## config.mk

```make
export PLATFORM = sky130hd
export DESIGN_NAME = cacr_regs
export DESIGN_NICKNAME = d
export VERILOG_FILES = /design/src/include/cacr_pkg.sv /design/src/cacr_regs.sv
export SDC_FILE = /design/constraint.sdc
export NUM_CORES = 1
export LEC_CHECK = 0
export ABC_AREA = 1
export CORE_MARGIN = 2
export CORE_UTILIZATION = 55
export DETAILED_ROUTE_END_ITERATION = 7
export DONT_BUFFER_PORTS = 1
export PLACE_DENSITY = 0.73
export SYNTH_ARGS = -nofsm -noshare
export SYNTH_HDL_FRONTEND = slang
export SYNTH_SLANG_ARGS = --single-unit
```

## constraint.sdc

```tcl
create_clock -name ref_clk -period 1.1 [get_ports ref_clk]
set_input_delay 0.055 -clock ref_clk [delete_from_list [all_inputs] [get_ports ref_clk]]
set_output_delay 0.055 -clock ref_clk [all_outputs]
set_load 0.01 [all_outputs]
```

## src/include/cacr_pkg.sv

```systemverilog
// Constants for the codec auxiliary pin, clock source and left attack
// register block. Assumes an 8-bit register port with 7-bit addresses.
package cacr_pkg;

    // ------------------------------------------------------------
    // Register offsets
    // ------------------------------------------------------------
    localparam logic [6:0] CACR_AUX_PIN_ADDR = 7'h65;
    localparam logic [6:0] CACR_CLK_SRC_ADDR = 7'h66;
    localparam logic [6:0] CACR_AGC_ATK_ADDR = 7'h67;

    // ------------------------------------------------------------
    // Auxiliary pin register fields
    // ------------------------------------------------------------
    localparam int CACR_AUX_ADDR0_BIT = 7;
    localparam int CACR_AUX_ADDR1_BIT = 6;
    localparam int CACR_AUX_GPI_EN_BIT = 5;
    localparam int CACR_AUX_SDI_EN_BIT = 4;
    localparam int CACR_AUX_GPI_VAL_BIT = 3;
    localparam int CACR_AUX_GPO_EN_BIT = 2;
    localparam int CACR_AUX_GPO_VAL_BIT = 1;
    localparam int CACR_AUX_CORE_SEL_BIT = 0;
    // Writable bits of the auxiliary pin register
    localparam logic [7:0] CACR_AUX_WR_MASK = 8'h37;
    localparam logic [7:0] CACR_AUX_RESET = 8'h00;

    // ------------------------------------------------------------
    // Clock source register fields
    // ------------------------------------------------------------
    localparam int CACR_DIV_SRC_LSB = 6;
    localparam int CACR_PLL_SRC_LSB = 4;
    localparam int CACR_PLL_N_LSB = 0;
    localparam int CACR_PLL_N_W = 4;
    localparam logic [7:0] CACR_CLK_RESET = 8'h02;
    localparam logic [3:0] CACR_N_CODE_16 = 4'h0;
    localparam logic [3:0] CACR_N_CODE_17 = 4'h1;
    localparam logic [4:0] CACR_N_VAL_16 = 5'h10;
    localparam logic [4:0] CACR_N_VAL_17 = 5'h11;

    // Clock source selections (code 11 is reserved)
    typedef enum logic [1:0] {
        CACR_SRC_MCLK = 2'b00,
        CACR_SRC_GP2 = 2'b01,
        CACR_SRC_BCLK = 2'b10,
        CACR_SRC_RSVD = 2'b11
    } cacr_src_e;

    // ------------------------------------------------------------
    // Left attack register fields
    // ------------------------------------------------------------
    localparam int CACR_ATK_SEL_BIT = 7;
    localparam int CACR_ATK_BASE_LSB = 5;
    localparam int CACR_ATK_MUL_LSB = 2;
    localparam logic [7:0] CACR_ATK_RESET = 8'h00;
    localparam logic [7:0] CACR_ATK_WR_MASK = 8'hFC;

    // Baseline attack times in ms
    localparam logic [3:0] CACR_ATK_MS_0 = 4'h7;
    localparam logic [3:0] CACR_ATK_MS_1 = 4'h8;
    localparam logic [3:0] CACR_ATK_MS_2 = 4'hA;
    localparam logic [3:0] CACR_ATK_MS_3 = 4'hB;

endpackage

```

## src/cacr_regs.sv

```systemverilog
// Auxiliary pin control, clock source selection and left attack time
// registers. Assumes a simple synchronous 8-bit register port from the
// control bus front end (I2C or SPI), with one-cycle read and write
// strobes, and pins already synchronous to ref_clk.
`timescale 1ns/10ps
module cacr_regs
    import cacr_pkg::*;
(
    input wire logic ref_clk,
    input wire logic srst,
    // Register port
    input wire logic [6:0] reg_addr,
    input wire logic reg_wr,
    input wire logic reg_rd,
    input wire logic [7:0] reg_wdata,
    output logic [7:0] reg_rdata,
    output logic reg_hit,
    // Control bus select: 0 is I2C mode
    input wire logic bus_select,
    // Multifunction pins
    input wire logic multi_pin_zero_in,
    input wire logic multi_pin_one_in,
    input wire logic multi_pin_three_in,
    output logic multi_pin_two_out,
    output logic multi_pin_two_oe,
    output logic audio_serial_in_en,
    output logic multi_pin_three_gpi_en,
    // Clock control outputs
    output logic core_clock_sel_div,
    output logic [1:0] clock_divider_input_sel,
    output logic [1:0] pll_input_clock_sel,
    output logic [4:0] pll_divider_n,
    // Left auto_gain_control attack control
    output logic atk_from_new_reg,
    output logic [3:0] atk_base_ms,
    output logic [7:0] atk_multiplier
);
    import cacr_pkg::*;

    // ------------------------------------------------------------
    // Register state
    // ------------------------------------------------------------
    logic [7:0] aux_r, aux_nxt;
    logic [7:0] clk_r, clk_nxt;
    logic [7:0] atk_r, atk_nxt;
    logic [1:0] addr_pins_r, addr_pins_nxt;
    logic strap_done_r, strap_done_nxt;
    logic gpi_r, gpi_nxt;
    logic [7:0] rdata_nxt;
    logic i2c_mode;

    assign i2c_mode = (bus_select == 1'b0);

    always_comb
    begin
        aux_nxt = aux_r;
        clk_nxt = clk_r;
        atk_nxt = atk_r;
        addr_pins_nxt = addr_pins_r;
        strap_done_nxt = 1'b1;
        gpi_nxt = gpi_r;
        // Straps taken in the first cycle after reset, never again
        if (!strap_done_r)
        begin
            addr_pins_nxt = {multi_pin_zero_in, multi_pin_one_in};
        end
        // Pin level only tracked while the input use is enabled
        if (aux_r[CACR_AUX_GPI_EN_BIT] && i2c_mode)
        begin
            gpi_nxt = multi_pin_three_in;
        end
        if (reg_wr)
        begin
            unique case (reg_addr)
                CACR_AUX_PIN_ADDR:
                begin
                    // Read-only bits 7, 6, 3 keep their zero storage
                    aux_nxt = reg_wdata & CACR_AUX_WR_MASK;
                end
                CACR_CLK_SRC_ADDR:
                begin
                    // Reserved code 11 is stored as written; see note
                    clk_nxt = reg_wdata;
                end
                CACR_AGC_ATK_ADDR:
                begin
                    atk_nxt = reg_wdata & CACR_ATK_WR_MASK;
                end
                default:
                begin
                    aux_nxt = aux_r;
                end
            endcase
        end
    end

    always_ff @(posedge ref_clk)
    begin
        if (srst)
        begin
            aux_r <= CACR_AUX_RESET;
            clk_r <= CACR_CLK_RESET;
            atk_r <= CACR_ATK_RESET;
            addr_pins_r <= 2'b00;
            strap_done_r <= 1'b0;
            gpi_r <= 1'b0;
        end
        else
        begin
            aux_r <= aux_nxt;
            clk_r <= clk_nxt;
            atk_r <= atk_nxt;
            addr_pins_r <= addr_pins_nxt;
            strap_done_r <= strap_done_nxt;
            gpi_r <= gpi_nxt;
        end
    end

    // ------------------------------------------------------------
    // Read data
    // ------------------------------------------------------------
    always_comb
    begin
        rdata_nxt = reg_rdata;
        if (reg_rd)
        begin
            unique case (reg_addr)
                CACR_AUX_PIN_ADDR:
                begin
                    rdata_nxt = aux_r;
                    // Address bit zero lives on pin one, bit one on pin zero
                    rdata_nxt[CACR_AUX_ADDR0_BIT] = addr_pins_r[0];
                    rdata_nxt[CACR_AUX_ADDR1_BIT] = addr_pins_r[1];
                    rdata_nxt[CACR_AUX_GPI_VAL_BIT] = gpi_r;
                end
                CACR_CLK_SRC_ADDR:
                begin
                    rdata_nxt = clk_r;
                end
                CACR_AGC_ATK_ADDR:
                begin
                    rdata_nxt = atk_r;
                end
                default:
                begin
                    rdata_nxt = 8'h00;
                end
            endcase
        end
    end

    always_ff @(posedge ref_clk)
    begin
        if (srst)
        begin
            reg_rdata <= 8'h00;
        end
        else
        begin
            reg_rdata <= rdata_nxt;
        end
    end

    assign reg_hit = (reg_addr == CACR_AUX_PIN_ADDR) ||
        (reg_addr == CACR_CLK_SRC_ADDR) || (reg_addr == CACR_AGC_ATK_ADDR);

    // ------------------------------------------------------------
    // Pin controls, gated to I2C mode
    // ------------------------------------------------------------
    // In SPI mode the pins belong to the bus, so every use is dropped
    assign multi_pin_three_gpi_en =
        i2c_mode && aux_r[CACR_AUX_GPI_EN_BIT];
    assign audio_serial_in_en =
        i2c_mode && aux_r[CACR_AUX_SDI_EN_BIT];
    assign multi_pin_two_oe =
        i2c_mode && aux_r[CACR_AUX_GPO_EN_BIT];
    assign multi_pin_two_out = multi_pin_two_oe &&
        aux_r[CACR_AUX_GPO_VAL_BIT];

    // ------------------------------------------------------------
    // Clock and attack controls
    // ------------------------------------------------------------
    assign core_clock_sel_div = aux_r[CACR_AUX_CORE_SEL_BIT];
    assign clock_divider_input_sel =
        clk_r[CACR_DIV_SRC_LSB +: 2];
    assign pll_input_clock_sel = clk_r[CACR_PLL_SRC_LSB +: 2];

    always_comb
    begin
        unique case (clk_r[CACR_PLL_N_LSB +: CACR_PLL_N_W])
            CACR_N_CODE_16: pll_divider_n = CACR_N_VAL_16;
            CACR_N_CODE_17: pll_divider_n = CACR_N_VAL_17;
            default: pll_divider_n = {1'b0, clk_r[CACR_PLL_N_LSB +: 4]};
        endcase
    end

    assign atk_from_new_reg = atk_r[CACR_ATK_SEL_BIT];

    always_comb
    begin
        unique case (atk_r[CACR_ATK_BASE_LSB +: 2])
            2'h0: atk_base_ms = CACR_ATK_MS_0;
            2'h1: atk_base_ms = CACR_ATK_MS_1;
            2'h2: atk_base_ms = CACR_ATK_MS_2;
            default: atk_base_ms = CACR_ATK_MS_3;
        endcase
    end

    assign atk_multiplier =
        8'h01 << atk_r[CACR_ATK_MUL_LSB +: 3];

    // ------------------------------------------------------------
    // Checks
    // ------------------------------------------------------------
    property p_strap_hold;
        @(posedge ref_clk) disable iff (srst)
        strap_done_r |=> $stable(addr_pins_r);
    endproperty
    a_strap_hold: assert property (p_strap_hold)
        else $error("address status changed after capture");

    property p_strap_take;
        @(posedge ref_clk) disable iff (srst)
        !strap_done_r |=>
            addr_pins_r == $past({multi_pin_zero_in, multi_pin_one_in});
    endproperty
    a_strap_take: assert property (p_strap_take)
        else $error("address status not captured at release");

    property p_spi_gates;
        @(posedge ref_clk) disable iff (srst)
        bus_select |-> !multi_pin_two_oe && !audio_serial_in_en &&
            !multi_pin_three_gpi_en;
    endproperty
    a_spi_gates: assert property (p_spi_gates)
        else $error("pin use active in SPI mode");

    property p_gpo_level;
        @(posedge ref_clk) disable iff (srst)
        (reg_wr && reg_addr == CACR_AUX_PIN_ADDR && !bus_select &&
            reg_wdata[2:1] == 2'b11) ##1 !bus_select |->
            multi_pin_two_oe && multi_pin_two_out;
    endproperty
    a_gpo_level: assert property (p_gpo_level)
        else $error("pin two not driven high");

    property p_aux_ro;
        @(posedge ref_clk) disable iff (srst)
        (reg_wr && reg_addr == CACR_AUX_PIN_ADDR) |=>
            aux_r[7:6] == 2'b00 && aux_r[3] == 1'b0;
    endproperty
    a_aux_ro: assert property (p_aux_ro)
        else $error("read-only bit took a write");

    property p_pll_n;
        @(posedge ref_clk) disable iff (srst)
        (reg_wr && reg_addr == CACR_CLK_SRC_ADDR &&
            reg_wdata[3:0] == 4'h0) |=> pll_divider_n == 5'h10;
    endproperty
    a_pll_n: assert property (p_pll_n)
        else $error("PLL N for code zero is not 16");

    property p_clk_sel;
        @(posedge ref_clk) disable iff (srst)
        (reg_wr && reg_addr == CACR_CLK_SRC_ADDR) |=>
            clock_divider_input_sel == $past(reg_wdata[7:6]) &&
            pll_input_clock_sel == $past(reg_wdata[5:4]);
    endproperty
    a_clk_sel: assert property (p_clk_sel)
        else $error("clock source select not updated");

    property p_atk;
        @(posedge ref_clk) disable iff (srst)
        (reg_wr && reg_addr == CACR_AGC_ATK_ADDR &&
            reg_wdata[4:2] == 3'h7 && reg_wdata[6:5] == 2'h0) |=>
            atk_multiplier == 8'h80 && atk_base_ms == 4'h7;
    endproperty
    a_atk: assert property (p_atk)
        else $error("attack time fields decoded wrongly");

    property p_core_sel;
        @(posedge ref_clk) disable iff (srst)
        (reg_wr && reg_addr == CACR_AUX_PIN_ADDR) |=>
            core_clock_sel_div == $past(reg_wdata[0]);
    endproperty
    a_core_sel: assert property (p_core_sel)
        else $error("core clock select not updated");

endmodule

```

==> results by group <==
Drt
  – Antenna-violating nets left: 0
  – Total Wirelength: approximately 4200 microns
  – 1st-iter DRT viols: 86
  – Vias per inst: approximately 5.8
  – Post-route DRC violation count: 0
  – Vias post-DR: about 1500
  – Pre-Repair DR Iteration Count: 4
  – Routed wire per std cell: between 15 and 20 microns

Critical path
  – Crit path cell chain: clkinvlp_4 -> nor3_4
  – CP max-delay cell: dfxtp_4
  – Slowest cell delay on critical path: approximately 0.39 ns
  – Startpoint types: register
  – Flop2flop setup slack: around 0.03 ns
  – Critical path arrival: around 1.2 ns
  – Crit-path leading delay family: flip-flops
  – CP bufs+invs: 1
  – Worst setup EP type: output port
  – CP required: 1.04 ns
  – Critical path class: reg2out
  – Worst-path maximum fanout: 5

Global route
  – Vias in the first global route: 1414
  – Largest net degree at the start of global routing: 17
  – Initial antenna violation count: 0
  – GRT overflow: 0
  – First-pass GRT wire length: about 6700 microns
  – GR Util All Layers: a little over a quarter

Yosys
  – Yosys synthesis warning count: 0
  – Cell area after synthesis: between 1500 and 2000 sq um
  – Post-synth EDFFs: 0
  – Sequential area share after synthesis: approximately two fifths
  – Fraction of the mapped netlist area in simple logic gates: a little under a third
  – Adder-Cell Fraction of Synth Area: 2.44%
  – Synth Register Bits: 31
  – Distinct cells, synth: 23
  – Cell taking the most area after synthesis: dfxtp_1
  – Synth Area in XOR/XNOR: 0%
  – Post-synthesis mux area share: 0%
  – Share of the synthesized area in the top cell type: between 40% and 50%
  – Synth Area in Compound Gates: between 10 and 15%
  – Synth Area per Inst: 7.49 sq um
  – Synthesized instance count: about 210
  – Ys async rst share: 0%
  – Top_reg_cell synth: dfxtp_1
  – Top cells by area, synth: dfxtp_1, nand2_1, nand3_1
  – Syn nets: roughly 230
  – Largest family of logic cells by synthesized area: simple AND/OR/NAND/NOR gates

Place
  – Placer's final routability congestion estimate: around 0.87
  – Hpwl dp: ~2600 microns
  – IO Port Bufs: 0

Layout
  – Share of cells above drive strength 1: between 20% and 30%
  – Commonest non-fill, non-tap cells in the layout: nand2_1, nand3_1, a21oi_1, dfxtp_1, dlygate4sd3_1
  – Layout Area Growth over Synthesis: 28.0%
  – Most common cell after layout, fill and taps aside: nand2_1
  – ANT cells: 0
  – Nets: about 250

Clock network
  – TritonCTS clock tree: yes
  – Clk sinks: 31
  – Later-pin clock latency in the skew report: 0.33 ns
  – Reg clk slew, reported paths: roughly 0.1 ns
  – Clock Path Buffers: 2
  – Clock root buffer: clkbuf_4
  – Htree depth: 2
  – Cts bufs inserted: 5

Timing
  – Fmax: 803 MHz
  – Hold WS: about 0.021 ns
  – Worst-Margin Slew: 0.580 ns
  – RSZ-0062 raised after global routing: yes
  – Rel. slew slack: 61.2%
  – Final hold violations: 0
  – Min Clock Period, post-route: approximately 1.2 ns
  – Max-slew violations: 0
  – Period utilization: 113%
  – Final setup viols: 9
  – Final WS setup: -0.146 ns
  – Skew final: between 0.004 and 0.005 ns

Power
  – Pwr/cell area: 1050 nW/um^2
  – Max VDD drop: approximately 1200 uV
  – Leak: around 0.77 nW
  – Total power: 2.07 mW

Flow run
  – Max Cap Viol: 0

Run status
  – Status: finished with violations
  – Failing checks: negative setup slack

Floorplanning
  – Cell row count: 19
  – Core footprint: between 2000 and 3000 sq um
  – Die H: roughly 57 microns
  – IO Pins: 59
  – Initial Util: between 50% and 60%
  – Die X: 56.8 microns
  – Die Area: 3230 sq um

Min path
  – Hold Crit Class: in2reg
## area by class of cell
| type | count | area, sq um |
|---|---|---|
| repair buffers | 30 | 279 |
| well taps | 31 | 38.8 |
| multi-input cells | 137 | 845 |
| fillers | 186 | 746 |
| clock buffers | 8 | 68.8 |
| flip-flops and latches | 31 | 636 |
| inverters | 22 | 97.6 |
## flip-flops by register name, summed over array words and instances (netlist names)
| register | flops |
|---|---|
| reg_rdata | 8 |
| clk_r | 8 |
| aux_r | 5 |
| atk_r | 6 |
| gpi_r | 1 |
| strap_done_r | 1 |
| addr_pins_r | 2 |
## layer usage
metal / track usage [%] / part of all wire [%] / vias up
met4: 10.6 / 1.9 / 0
li1: - / - / 720
met2: 45.2 / 50 / 66
met1: 33.2 / 40 / 695
met5: 0 / 0 / -
met3: 8.06 / 7.9 / 11
## power by group
| part | internal [mW] | total, mW | switching (mW) |
|---|---|---|---|
| sequential | 1.12 | 1.13 | 0.00757 |
| combinational | 0.0671 | 0.165 | 0.0980 |
| clock | 0.376 | 0.771 | 0.395 |
| total | 1.57 | 2.07 | 0.500 |
## final timing paths
| path | start | end | depth (start not counted) |
|---|---|---|---|
| max | atk_r[2]$_SDFFE_PP0P_ | atk_multiplier[5] | 2 |
| min | reg_wr | atk_r[2]$_SDFFE_PP0P_ | 2 |
| max reg2reg | atk_r[3]$_SDFFE_PP0P_ | atk_r[3]$_SDFFE_PP0P_ | 4 |
| min reg2reg | addr_pins_r[0]$_SDFFE_PP0N_ | addr_pins_r[0]$_SDFFE_PP0N_ | 2 |
## synth_stat cells, types with 2 or more instances
| library cell | number |
|---|---|
| a21oi_1 | 25 |
| buf_4 | 5 |
| buf_6 | 3 |
| clkbuf_1 | 6 |
| dfxtp_1 | 31 |
| ha_1 | 3 |
| inv_1 | 21 |
| nand2_1 | 36 |
| nand3_1 | 27 |
| nand3_2 | 2 |
| nor2_1 | 8 |
| nor2_4 | 2 |
| nor2_8 | 2 |
| nor3_1 | 11 |
| o21ai_0 | 13 |
| o21ai_1 | 3 |
## kinds of logic after synthesis
group,after synthesis
adders and majority gates,3
DFF,31
and+or+nand+nor,91
buffers and inverters,37
AOI/OAI and AO/OA,43
## repair_timing
action | in CTS | in global routing
hold buffers | 15 | 0
gates resized for setup | 34 | 3
setup buffers | 9 | 2
endpoints found under the hold margin | 30 | 0
endpoints found under the setup margin | 13 | 13
pin swaps | 5 | 2
## per-stage QoR
| step | TNS (ns) | cell area [sq um] | setup WS (ns) | utilization, % | instances |
|---|---|---|---|---|---|
| floorplan | 0 | 1540 | 0.181 | - | 205 |
| global placement | 0 | 1510 | 0.0543 | 55.5 | 225 |
| detailed placement | 0 | 1510 | 0.0161 | 55.5 | 225 |
| CTS | -0.650 | 1940 | -0.114 | 71.6 | 257 |
| global route | -1.33 | 1960 | -0.187 | 72.5 | 259 |
| finish | -0.897 | 1960 | -0.146 | 72.5 | 259 |
(Power assumes the default switching activity.)
